[src/logic/psd_pkg.sv]
// Purpose: shared constants and codes for the strap configuration decoder
// Assumes: 50 MHz system clock
// Notes: codes below are the decoder's own output encodings
package psd_pkg;

	localparam int unsigned CLK_PERIOD_PS = 20000;
	// weak pull settling time per sampling phase
	localparam int unsigned SETTLE_NS = 1000;
	localparam int unsigned SETTLE_CYC = (SETTLE_NS * 1000 + CLK_PERIOD_PS - 1) / CLK_PERIOD_PS;

	// line rate thresholds in Mbps
	localparam int unsigned RATE_HI_MBPS = 3400;
	localparam int unsigned RATE_LO_MBPS = 2000;
	localparam int unsigned RATE_W = 14;

	// three-level straps, index into the strap vector
	localparam int unsigned NUM_STRAPS = 5;
	localparam int unsigned IDX_EDGE = 0;
	localparam int unsigned IDX_DEEMPH = 1;
	localparam int unsigned IDX_EQ = 2;
	localparam int unsigned IDX_TERM = 3;
	localparam int unsigned IDX_SWAP = 4;

	// reset values
	localparam logic RST_OP_ENABLE = 1'b1;
	localparam logic RST_POWER_DOWN = 1'b1;

	typedef enum logic [1:0] {PSD_LVL_LOW = 2'h0, PSD_LVL_HIGH = 2'h1, PSD_LVL_FLOAT = 2'h2} psd_level_t;
	typedef enum logic [1:0] {PSD_EDGE_FAST = 2'h0, PSD_EDGE_SLOW5 = 2'h1, PSD_EDGE_SLOW10 = 2'h2} psd_edge_t;
	typedef enum logic [1:0] {PSD_DE_0DB = 2'h0, PSD_DE_M2DB = 2'h1, PSD_DE_RSVD = 2'h2} psd_deemph_t;
	typedef enum logic [1:0] {PSD_EQ_FIX7P5 = 2'h0, PSD_EQ_ADAPT = 2'h1, PSD_EQ_FIX14 = 2'h2} psd_eq_t;
	typedef enum logic [1:0] {PSD_TERM_NONE = 2'h0, PSD_TERM_75_150 = 2'h1, PSD_TERM_150_300 = 2'h2,
		PSD_TERM_AUTO = 2'h3} psd_term_t;
	typedef enum logic [1:0] {PSD_LANE_NORMAL = 2'h0, PSD_LANE_SWAP = 2'h1, PSD_LANE_POLINV = 2'h2} psd_lane_t;
	// gray along pull-up -> pull-down -> done
	typedef enum logic [1:0] {PSD_ST_PULLUP = 2'h0, PSD_ST_PULLDN = 2'h1, PSD_ST_DONE = 2'h3} psd_state_t;

endpackage

[src/logic/psd_strap_decoder.sv]
// Purpose: control-pin and strap decoder of a retimer, strap mode versus serial-control mode
// Assumes: strap pins and mode pins are asynchronous; bus_* settings come from a register block on sys_clk
// Notes: straps are sensed once per reset with weak pulls; results hold until the next reset
// Operation
// - a low operation-enable input puts the device into power-down, a high one lets it run.
// - a falling operation-enable input resets the device; its weak pull-up means undriven runs normally.
// - mode select high takes configuration from the control bus, low takes it from the straps.
// - in strap mode the straps win and control-bus settings cannot alter strap functions.
// - edge-rate strap high is fastest, low is 5 ps slower, open is 10 ps slower.
// - in serial-control mode the edge rate comes from the bus-programmed value.
// - de-emphasis strap low gives -2 dB, open gives 0 dB, high is reserved.
// - equalizer strap low is fixed 7.5 dB, open is adaptive, high is fixed 14 dB.
// - in serial-control mode the equalizer pin is a two-level address bit 1.
// - video-mode strap high selects DVI, low selects the adaptor-ID video mode.
// - in serial-control mode the video-mode pin is address bit 2 with a weak pull-down.
// - termination strap high is none, low is 75-150 ohm, open selects automatic termination.
// - automatic termination gives 75-150 ohm above 3.4 Gbps, 150-300 between 2 and 3.4, none below 2.
// - lane strap high inverts receive polarity, low swaps lanes, open leaves lanes unchanged.
`timescale 1ns/1ps

module psd_strap_decoder #(
	parameter int unsigned SETTLE_CYCLES = psd_pkg::SETTLE_CYC,
	parameter int unsigned LINE_RATE_W = psd_pkg::RATE_W
)(
	input wire logic sys_clk,
	input wire logic rst,
	input wire logic op_enable,
	input wire logic control_mode_sel,
	input wire logic edge_rate_strap,
	input wire logic deemph_strap,
	input wire logic equalizer_strap_addr1,
	input wire logic termination_strap,
	input wire logic lane_swap_polarity_strap,
	input wire logic video_mode_strap_addr2,
	input wire logic [LINE_RATE_W-1:0] line_rate,
	input wire psd_pkg::psd_edge_t bus_edge_rate,
	input wire psd_pkg::psd_deemph_t bus_deemph,
	input wire psd_pkg::psd_eq_t bus_eq,
	input wire psd_pkg::psd_term_t bus_term,
	input wire psd_pkg::psd_lane_t bus_lane,
	input wire logic bus_video_dvi,
	output logic [psd_pkg::NUM_STRAPS-1:0] strap_pull_up_en,
	output logic [psd_pkg::NUM_STRAPS-1:0] strap_pull_dn_en,
	output logic video_pull_dn_en,
	output logic op_pull_up_en,
	output logic power_down,
	output logic device_reset,
	output logic strap_mode,
	output logic config_valid,
	output psd_pkg::psd_edge_t edge_rate_sel,
	output psd_pkg::psd_deemph_t deemph_sel,
	output psd_pkg::psd_eq_t eq_sel,
	output psd_pkg::psd_term_t term_sel,
	output logic term_auto,
	output psd_pkg::psd_lane_t lane_sel,
	output logic video_dvi,
	output logic [1:0] bus_addr_bits
);

	localparam int unsigned CNT_W = $clog2(SETTLE_CYCLES + 1);
	localparam int unsigned NSYNC = psd_pkg::NUM_STRAPS + 3;

	if (SETTLE_CYCLES < 1)
		$error("SETTLE_CYCLES must be at least one");
	if ((2 ** LINE_RATE_W) <= psd_pkg::RATE_HI_MBPS)
		$error("LINE_RATE_W too narrow for the rate thresholds");

	localparam logic [LINE_RATE_W-1:0] RATE_HI = LINE_RATE_W'(psd_pkg::RATE_HI_MBPS);
	localparam logic [LINE_RATE_W-1:0] RATE_LO = LINE_RATE_W'(psd_pkg::RATE_LO_MBPS);
	localparam logic [CNT_W-1:0] SETTLE_LAST = CNT_W'(SETTLE_CYCLES - 1);

	function automatic psd_pkg::psd_level_t resolve_level(input logic under_up, input logic under_dn);
		psd_pkg::psd_level_t lvl;
		lvl = psd_pkg::PSD_LVL_FLOAT;
		if (under_up && under_dn)
			lvl = psd_pkg::PSD_LVL_HIGH;
		else if (!under_up && !under_dn)
			lvl = psd_pkg::PSD_LVL_LOW;
		return lvl;
	endfunction

	function automatic psd_pkg::psd_term_t auto_term(input logic [LINE_RATE_W-1:0] rate);
		psd_pkg::psd_term_t t;
		t = psd_pkg::PSD_TERM_NONE;
		if (rate > RATE_HI)
			t = psd_pkg::PSD_TERM_75_150;
		else if (rate >= RATE_LO)
			t = psd_pkg::PSD_TERM_150_300;
		return t;
	endfunction

	// two-stage synchroniser for every pin
	logic [NSYNC-1:0] pin_raw;
	logic [NSYNC-1:0] sync_a;
	logic [NSYNC-1:0] sync_b;
	assign pin_raw = {video_mode_strap_addr2, control_mode_sel, op_enable, lane_swap_polarity_strap,
		termination_strap, equalizer_strap_addr1, deemph_strap, edge_rate_strap};

	always_ff @(posedge sys_clk or posedge rst)
	begin
		if (rst)
		begin
			sync_a <= {1'b0, 1'b0, psd_pkg::RST_OP_ENABLE, {psd_pkg::NUM_STRAPS{1'b0}}};
			sync_b <= {1'b0, 1'b0, psd_pkg::RST_OP_ENABLE, {psd_pkg::NUM_STRAPS{1'b0}}};
		end
		else
		begin
			sync_a <= pin_raw;
			sync_b <= sync_a;
		end
	end

	logic [psd_pkg::NUM_STRAPS-1:0] strap_s;
	logic op_s;
	logic mode_s;
	logic video_s;
	assign strap_s = sync_b[psd_pkg::NUM_STRAPS-1:0];
	assign op_s = sync_b[psd_pkg::NUM_STRAPS];
	assign mode_s = sync_b[psd_pkg::NUM_STRAPS+1];
	assign video_s = sync_b[psd_pkg::NUM_STRAPS+2];

	logic op_prev;
	logic op_fall;
	assign op_fall = op_prev && !op_s;

	always_ff @(posedge sys_clk or posedge rst)
	begin
		if (rst)
			op_prev <= psd_pkg::RST_OP_ENABLE;
		else
			op_prev <= op_s;
	end

	always_ff @(posedge sys_clk or posedge rst)
	begin
		if (rst)
			device_reset <= 1'b1;
		else
			device_reset <= op_fall;
	end

	always_ff @(posedge sys_clk or posedge rst)
	begin
		if (rst)
			power_down <= psd_pkg::RST_POWER_DOWN;
		else
			power_down <= !op_s;
	end

	// sensing sequencer
	psd_pkg::psd_state_t state;
	logic [CNT_W-1:0] settle_cnt;
	logic phase_end;
	assign phase_end = (settle_cnt == SETTLE_LAST);

	// re-sense after reset or enable fall, then hold
	always_ff @(posedge sys_clk or posedge rst)
	begin
		if (rst)
		begin
			state <= psd_pkg::PSD_ST_PULLUP;
			settle_cnt <= '0;
		end
		else if (op_fall || !op_s)
		begin
			state <= psd_pkg::PSD_ST_PULLUP;
			settle_cnt <= '0;
		end
		else
		begin
			unique case (state)
				psd_pkg::PSD_ST_PULLUP,
				psd_pkg::PSD_ST_PULLDN:
				begin
					settle_cnt <= phase_end ? '0 : settle_cnt + CNT_W'(1);
					if (phase_end)
						state <= (state == psd_pkg::PSD_ST_PULLUP) ? psd_pkg::PSD_ST_PULLDN : psd_pkg::PSD_ST_DONE;
				end
				psd_pkg::PSD_ST_DONE:
					settle_cnt <= '0;
				default:
					state <= psd_pkg::PSD_ST_PULLUP;
			endcase
		end
	end

	always_ff @(posedge sys_clk or posedge rst)
	begin
		if (rst)
		begin
			strap_pull_up_en <= '0;
			strap_pull_dn_en <= '0;
		end
		else
		begin
			strap_pull_up_en <= {psd_pkg::NUM_STRAPS{op_s && state == psd_pkg::PSD_ST_PULLUP}};
			strap_pull_dn_en <= {psd_pkg::NUM_STRAPS{op_s && state == psd_pkg::PSD_ST_PULLDN}};
		end
	end

	// video pin pull-down, enable pull-up: static weak pulls
	always_ff @(posedge sys_clk or posedge rst)
	begin
		if (rst)
		begin
			video_pull_dn_en <= 1'b1;
			op_pull_up_en <= 1'b1;
		end
		else
		begin
			video_pull_dn_en <= 1'b1;
			op_pull_up_en <= 1'b1;
		end
	end

	// samples taken on the last settle cycle so the synchroniser delay has passed
	logic [psd_pkg::NUM_STRAPS-1:0] seen_up;
	logic [psd_pkg::NUM_STRAPS-1:0] seen_dn;
	psd_pkg::psd_level_t lvl [psd_pkg::NUM_STRAPS];

	for (genvar i = 0; i < psd_pkg::NUM_STRAPS; i++)
	begin : g_strap
		always_ff @(posedge sys_clk or posedge rst)
		begin
			if (rst)
			begin
				seen_up[i] <= 1'b0;
				seen_dn[i] <= 1'b0;
			end
			else if (phase_end && state == psd_pkg::PSD_ST_PULLUP && op_s)
				seen_up[i] <= strap_s[i];
			else if (phase_end && state == psd_pkg::PSD_ST_PULLDN && op_s)
				seen_dn[i] <= strap_s[i];
		end
		assign lvl[i] = resolve_level(seen_up[i], seen_dn[i]);
	end

	// two-level pins for addressing, taken at the end of pull-down sensing
	logic video_seen;
	always_ff @(posedge sys_clk or posedge rst)
	begin
		if (rst)
			video_seen <= 1'b0;
		else if (phase_end && state == psd_pkg::PSD_ST_PULLDN && op_s)
			video_seen <= video_s;
	end

	logic sensed;
	assign sensed = (state == psd_pkg::PSD_ST_DONE);

	always_ff @(posedge sys_clk or posedge rst)
	begin
		if (rst)
		begin
			config_valid <= 1'b0;
			strap_mode <= 1'b1;
		end
		else
		begin
			config_valid <= sensed && op_s;
			// mode select steers the configuration source
			strap_mode <= !mode_s;
		end
	end

	// address bits from the pins read as two levels
	always_ff @(posedge sys_clk or posedge rst)
	begin
		if (rst)
			bus_addr_bits <= 2'h0;
		else if (sensed)
			bus_addr_bits <= {video_seen, seen_dn[psd_pkg::IDX_EQ]};
	end

	// strap decodes
	psd_pkg::psd_edge_t strap_edge;
	psd_pkg::psd_deemph_t strap_deemph;
	psd_pkg::psd_eq_t strap_eq;
	psd_pkg::psd_term_t strap_term;
	psd_pkg::psd_lane_t strap_lane;

	always_comb
	begin
		unique case (lvl[psd_pkg::IDX_EDGE])
			psd_pkg::PSD_LVL_HIGH: strap_edge = psd_pkg::PSD_EDGE_FAST;
			psd_pkg::PSD_LVL_LOW: strap_edge = psd_pkg::PSD_EDGE_SLOW5;
			default: strap_edge = psd_pkg::PSD_EDGE_SLOW10;
		endcase
		// de-emphasis strap, high passed on as reserved
		unique case (lvl[psd_pkg::IDX_DEEMPH])
			psd_pkg::PSD_LVL_LOW: strap_deemph = psd_pkg::PSD_DE_M2DB;
			psd_pkg::PSD_LVL_HIGH: strap_deemph = psd_pkg::PSD_DE_RSVD;
			default: strap_deemph = psd_pkg::PSD_DE_0DB;
		endcase
		unique case (lvl[psd_pkg::IDX_EQ])
			psd_pkg::PSD_LVL_LOW: strap_eq = psd_pkg::PSD_EQ_FIX7P5;
			psd_pkg::PSD_LVL_HIGH: strap_eq = psd_pkg::PSD_EQ_FIX14;
			default: strap_eq = psd_pkg::PSD_EQ_ADAPT;
		endcase
		unique case (lvl[psd_pkg::IDX_TERM])
			psd_pkg::PSD_LVL_HIGH: strap_term = psd_pkg::PSD_TERM_NONE;
			psd_pkg::PSD_LVL_LOW: strap_term = psd_pkg::PSD_TERM_75_150;
			default: strap_term = psd_pkg::PSD_TERM_AUTO;
		endcase
		unique case (lvl[psd_pkg::IDX_SWAP])
			psd_pkg::PSD_LVL_HIGH: strap_lane = psd_pkg::PSD_LANE_POLINV;
			psd_pkg::PSD_LVL_LOW: strap_lane = psd_pkg::PSD_LANE_SWAP;
			default: strap_lane = psd_pkg::PSD_LANE_NORMAL;
		endcase
	end

	// straps win in strap mode; bus writes only count in serial-control mode
	psd_pkg::psd_term_t req_term;
	assign req_term = mode_s ? bus_term : strap_term;

	always_ff @(posedge sys_clk or posedge rst)
	begin
		if (rst)
		begin
			edge_rate_sel <= psd_pkg::PSD_EDGE_FAST;
			deemph_sel <= psd_pkg::PSD_DE_0DB;
			eq_sel <= psd_pkg::PSD_EQ_ADAPT;
			lane_sel <= psd_pkg::PSD_LANE_NORMAL;
			video_dvi <= 1'b0;
		end
		else if (sensed)
		begin
			// bus edge rate in serial-control mode
			edge_rate_sel <= mode_s ? bus_edge_rate : strap_edge;
			deemph_sel <= mode_s ? bus_deemph : strap_deemph;
			eq_sel <= mode_s ? bus_eq : strap_eq;
			lane_sel <= mode_s ? bus_lane : strap_lane;
			video_dvi <= mode_s ? bus_video_dvi : video_seen;
		end
	end

	// automatic termination tracks the line rate continuously
	always_ff @(posedge sys_clk or posedge rst)
	begin
		if (rst)
		begin
			term_sel <= psd_pkg::PSD_TERM_NONE;
			term_auto <= 1'b0;
		end
		else if (sensed)
		begin
			term_auto <= (req_term == psd_pkg::PSD_TERM_AUTO);
			term_sel <= (req_term == psd_pkg::PSD_TERM_AUTO) ? auto_term(line_rate) : req_term;
		end
	end

endmodule

[config.mk]
export PLATFORM = sky130hd
export DESIGN_NAME = psd_strap_decoder
export DESIGN_NICKNAME = d
export VERILOG_FILES = /design/src/logic/psd_pkg.sv /design/src/logic/psd_strap_decoder.sv
export SDC_FILE = /design/constraint.sdc
export NUM_CORES = 1
export LEC_CHECK = 0
export ABC_AREA = 1
export BUFFER_PORTS_ARGS = -buffer_cell sky130_fd_sc_hd__buf_2
export CAP_MARGIN = 5
export CORE_MARGIN = 2
export CORE_UTILIZATION = 55
export CTS_CLUSTER_SIZE = 10
export DETAILED_ROUTE_END_ITERATION = 8
export GPL_ROUTABILITY_DRIVEN = 0
export PLACE_DENSITY = 0.83
export SLEW_MARGIN = 20
export SYNTH_ARGS = -nofsm -noshare
export SYNTH_HDL_FRONTEND = slang
export SYNTH_SLANG_ARGS = --single-unit
[constraint.sdc]
create_clock -name sys_clk -period 4.2 [get_ports sys_clk]
set_input_delay 0.84 -clock sys_clk [delete_from_list [all_inputs] [get_ports sys_clk]]
set_output_delay 0.84 -clock sys_clk [all_outputs]
set_load 0.05 [all_outputs]
Word level (Yosys, flattened, before mapping)
Cells that the tools add are included.
{"block": "word_totals", "input_bits": 35, "regBits": 56, "wordCells": 117, "out_inout_bits": 30}
{"block": "op_classes", "n_reduce_logical": 41, "n_eq_ne": 11, "mux": 31, "addsub": 1, "magnitude_cmp": 2, "bitwise": 1}
{"op": "$mux 2", "n": 21}
{"op": "$pmux 2 s2", "n": 6}
{"op": "$logic_and 1x1->1", "n": 18}
{"op": "$ge 14x11->1 const B", "n": 1}
{"op": "$gt 14x12->1 const B", "n": 1}
{"op": "$eq 2x1->1 const B", "n": 6}
{"op": "$logic_not 1->1", "n": 12}
{"op": "$logic_not 2->1", "n": 6}
{"op": "$mux 6", "n": 2}
{"op": "$pmux 6 s2", "n": 1}
{"op": "$add 6x1->6 const B", "n": 1}
{"op": "$eq 6x6->1 const B", "n": 1}
{"op": "$eq 2x2->1 const B", "n": 2}
{"op": "$reduce_and 2->1", "n": 2}
{"op": "$ne 3x3->1 const B", "n": 1}
{"op": "$reduce_bool 3->1", "n": 1}
{"op": "$ne 2x1->1 const B", "n": 1}
{"op": "$reduce_or 2->1", "n": 1}
{"op": "$logic_or 1x1->1", "n": 1}
{"op": "$mux 1", "n": 1}
{"op": "$not 1->1", "n": 1}

Depth between registers and ports, before layout
{"block": "logic_depth", "ltp_word": 9, "depth_mapped": 8, "depth_no_buf": 8}

Worst setup path after synthesis
Ideal clock, no wire load.
{"block": "synth_timing", "path_kind": "register to output", "startpoint": "reg, netlist name strap_pull_dn_en[0]", "endpoint": "out strap_pull_dn_en[1] (netlist bit)", "required_time_ns": 3.360, "path_buffers": 1, "setup_slack_ns": 2.419, "path_stages_with_launch": 2, "arrival_ns": 0.941, "path_cell_list": "dfrtp_1 buf_4"}
{"item": "end: declaration", "line": "psd_strap_decoder.sv:43", "rtl": "output logic [psd_pkg::NUM_STRAPS-1:0] strap_pull_dn_en,"}
No word-level cell between the ends.

Final worst setup path
{"block": "layout_timing", "startpoint": "reg eq_sel[0]", "endpoint": "out eq_sel[0]"}
{"item": "start: declaration", "line": "psd_strap_decoder.sv:52", "rtl": "output psd_pkg::psd_eq_t eq_sel,"}
{"item": "start signal: assignment", "line": "psd_strap_decoder.sv:322", "rtl": "eq_sel <= psd_pkg::PSD_EQ_ADAPT;"}
{"item": "start signal: assignment", "line": "psd_strap_decoder.sv:331", "rtl": "eq_sel <= mode_s ? bus_eq : strap_eq;"}
No word-level cell between the ends.

==> results by group <==
Floorplanning
  – Core outline area: 4060 um2
  – Initial core utilization: approximately 58%
  – Vert. Die Dim: 69.6 um
  – Row count: 23
  – Die area: 4840 um2
  – Die X: roughly 70 um
  – Io pins: 65

STA
  – Worst Setup Slack, final: around 2.3 ns
  – Post-route minimum period: 1.95 ns
  – Final slew viol count: 0
  – Setup Viol. Count Final: 0
  – Rel. slew slack: 50.6%
  – Worst-Margin Slew: 0.740 ns
  – Post-route setup TNS: 0 ns
  – Worst hold margin: between 0.3 and 0.4 ns
  – Unrepaired setup endpoints after global routing: no
  – Final worst-path cycle share: 46.4%
  – Setup Skew: 0.0126 ns
  – Final Hold Viols: 0
  – Fmax: 0.514 GHz

Clock network
  – # hold bufs at CTS: 0
  – Worst skew pair latency: just over 0.3 ns
  – Root Driver: clkbuf_8
  – CTS tree: built
  – Clock slew at reported path FFs: ~0.1 ns
  – Total CTS buffers: 5
  – # Post-CTS Setup Buffers: 0
  – Post_cts resized: 0
  – Htree depth: 2
  – CTS sink count: 56
  – Clock tree buffer depth: 2

Power
  – VDD IR max: 0.217 mV
  – Pwr/cell area: 336 nW/um2
  – Leak: 1.42 nW
  – Total Power: about 920 uW

Drt
  – Post-route ant nets: 0
  – Initial DRC count: 123
  – DR DRC count: 0
  – Initial DRT Pass Iterations: 4
  – Routed via count: 1,802
  – Number of vias per cell: 5.03
  – Drt total wl: 4.29 mm
  – Mean routed wirelength per cell: 12.0 um

Layout
  – Layout area overhead: 15.8%
  – Ant. Diodes: 0
  – Fin cells: 358
  – Share of layout cells above drive strength 1: 28.9%
  – Fill cells: 333
  – Fin nets: 347
  – Final design utilization: 67.5%
  – Fin area: roughly 2700 um2

Global routing
  – Vias in the first global route: 1,681
  – First-pass GRT wire length: 7.40 mm
  – Largest net degree at the start of global routing: 39
  – Grt ovf: 0
  – Total GRT Usage: around a fifth
  – Initial antenna violation count: 0

Yosys
  – Post-synth top area cell: dfrtp_1
  – Synth top area cells: dfrtp_1 (52%), dfstp_2 (7.8%), nand2_1 (7.8%), a21oi_1 (4.7%), inv_1 (4.4%)
  – Post-synth top cells: dfrtp_1 (49), nand2_1 (49), inv_1 (28), nor2_1 (28), a21oi_1 (22)
  – Cells after synthesis: between 200 and 300
  – Synthesized cell area: 2370 um2
  – Sequential area share after synthesis: approximately 60%
  – Syn_area_per_cell: roughly 9.5 um2
  – Number of distinct library cells after synthesis: 27
  – EDFF count, synth: 0
  – Prevailing post-synth register cell: dfrtp_1
  – Top-area cell type share of the netlist area: about half
  – Yosys reg bits: 56
  – YS warnings: 0
  – Post-synth ARST share: 100%

Worst setup path
  – Maximum fanout along the worst path: 2
  – Crit-path cells: buf_2
  – Crit-path max cell delay: 0.54 ns
  – CP bufs+invs: 1
  – Startpoint types: register
  – Kind of critical path: register to output port
  – Crit path DAT: approximately 1.1 ns
  – Worst Path Required: 3.36 ns
  – Slowest stage cell, crit path: dfstp_2
  – CP Capture Type: output port
  – CP top delay family: flip-flops

Place
  – Placed Area: between 2000 and 3000 um2
  – Port bufs: 62
  – Pre-CTS WS: 2.41 ns
  – Dpl cells: 350
  – Hpwl dp: 3.09 mm

Flow run
  – Max-cap violations: 0

Hold path
  – Hold Crit Class: register to register

Outcome
  – Status: finished clean
## cells in the final DEF (no fill, tap or decap), types with 2 or more instances in the layout
cell      Yosys  routed
buf_2         2      62
clkbuf_8      0       5
inv_1        28      27
o21ai_2       5       5
nand3_1      10      10
dfrtp_1      49      49
inv_2         2       3
ha_1          5       5
nor3_1        3       3
dfstp_2       7       7
o22ai_1       2       2
nor2_1       28      28
nand2_1      49      49
nand4_1       3       3
o21ai_0      14      14
conb_1        1       2
a21oi_1      22      22
## power breakdown
group          internal, mW  total (mW)  switching, mW
Sequential            0.553       0.561        0.00774
Combinational        0.0226      0.0730         0.0504
Clock                 0.119       0.288          0.169
Total                 0.695       0.922          0.227
## per-layer routing
| metal | global-route usage (%) | vias to the layer above | part of all wire, % |
|---|---|---|---|
| met3 | 4.94 | 8 | 5.8 |
| met1 | 24.3 | 835 | 45 |
| met2 | 31.3 | 63 | 47 |
| met4 | 8.06 | 0 | 1.9 |
| met5 | 0 | - | 0 |
| li1 | - | 896 | - |
## layout make-up
cell class              count  area [um2]  area share (%)
clock buffers               6        72.6            2.65
clock inverters             2        16.3           0.594
well taps                  50        62.6            2.28
flip-flops and latches     56        1410            51.5
repair buffers             63         318            11.6
inverters                  31         116            4.25
multi-input cells         150         744            27.2
## cells by family (layout without fill, tap and decap cells)
| kind of cell | after synthesis | in the layout | synth area share [%] |
|---|---|---|---|
| buffers and inverters | 45 | 102 | 9.14 |
| AO/OA/AOI/OAI | 44 | 44 | 10.3 |
| AND/OR/NAND/NOR | 99 | 99 | 18.2 |
| adder cells (fa/ha/maj) | 5 | 5 | 2.64 |
| other | 1 | 2 | 0.158 |
| flip-flops | 56 | 56 | 59.6 |
## flip-flops by register name (all words and copies together), names as in the netlist, 2 cells and up
register and count:
state 2, seen_up 5, lane_sel 2, bus_addr_bits 2, deemph_sel 2, eq_sel 2
term_sel 2, sync_a 8, settle_cnt 6, seen_dn 5, sync_b 8, edge_rate_sel 2
## final timing paths
kind                            startpoint          endpoint  slack (ns)  cells after the start
min in group asynchronous              rst  edge_rate_sel[0]        0.65                      2
worst max-delay path             eq_sel[0]         eq_sel[0]        2.25                      1
max in group asynchronous              rst  edge_rate_sel[1]        2.81                      3
worst min register to register   sync_a[2]         sync_b[2]        0.35                      0
worst max register to register    state[1]     settle_cnt[4]        2.48                      5
worst min-delay path             sync_a[2]         sync_b[2]        0.35                      0
Power figures use the tool's default switching activity.
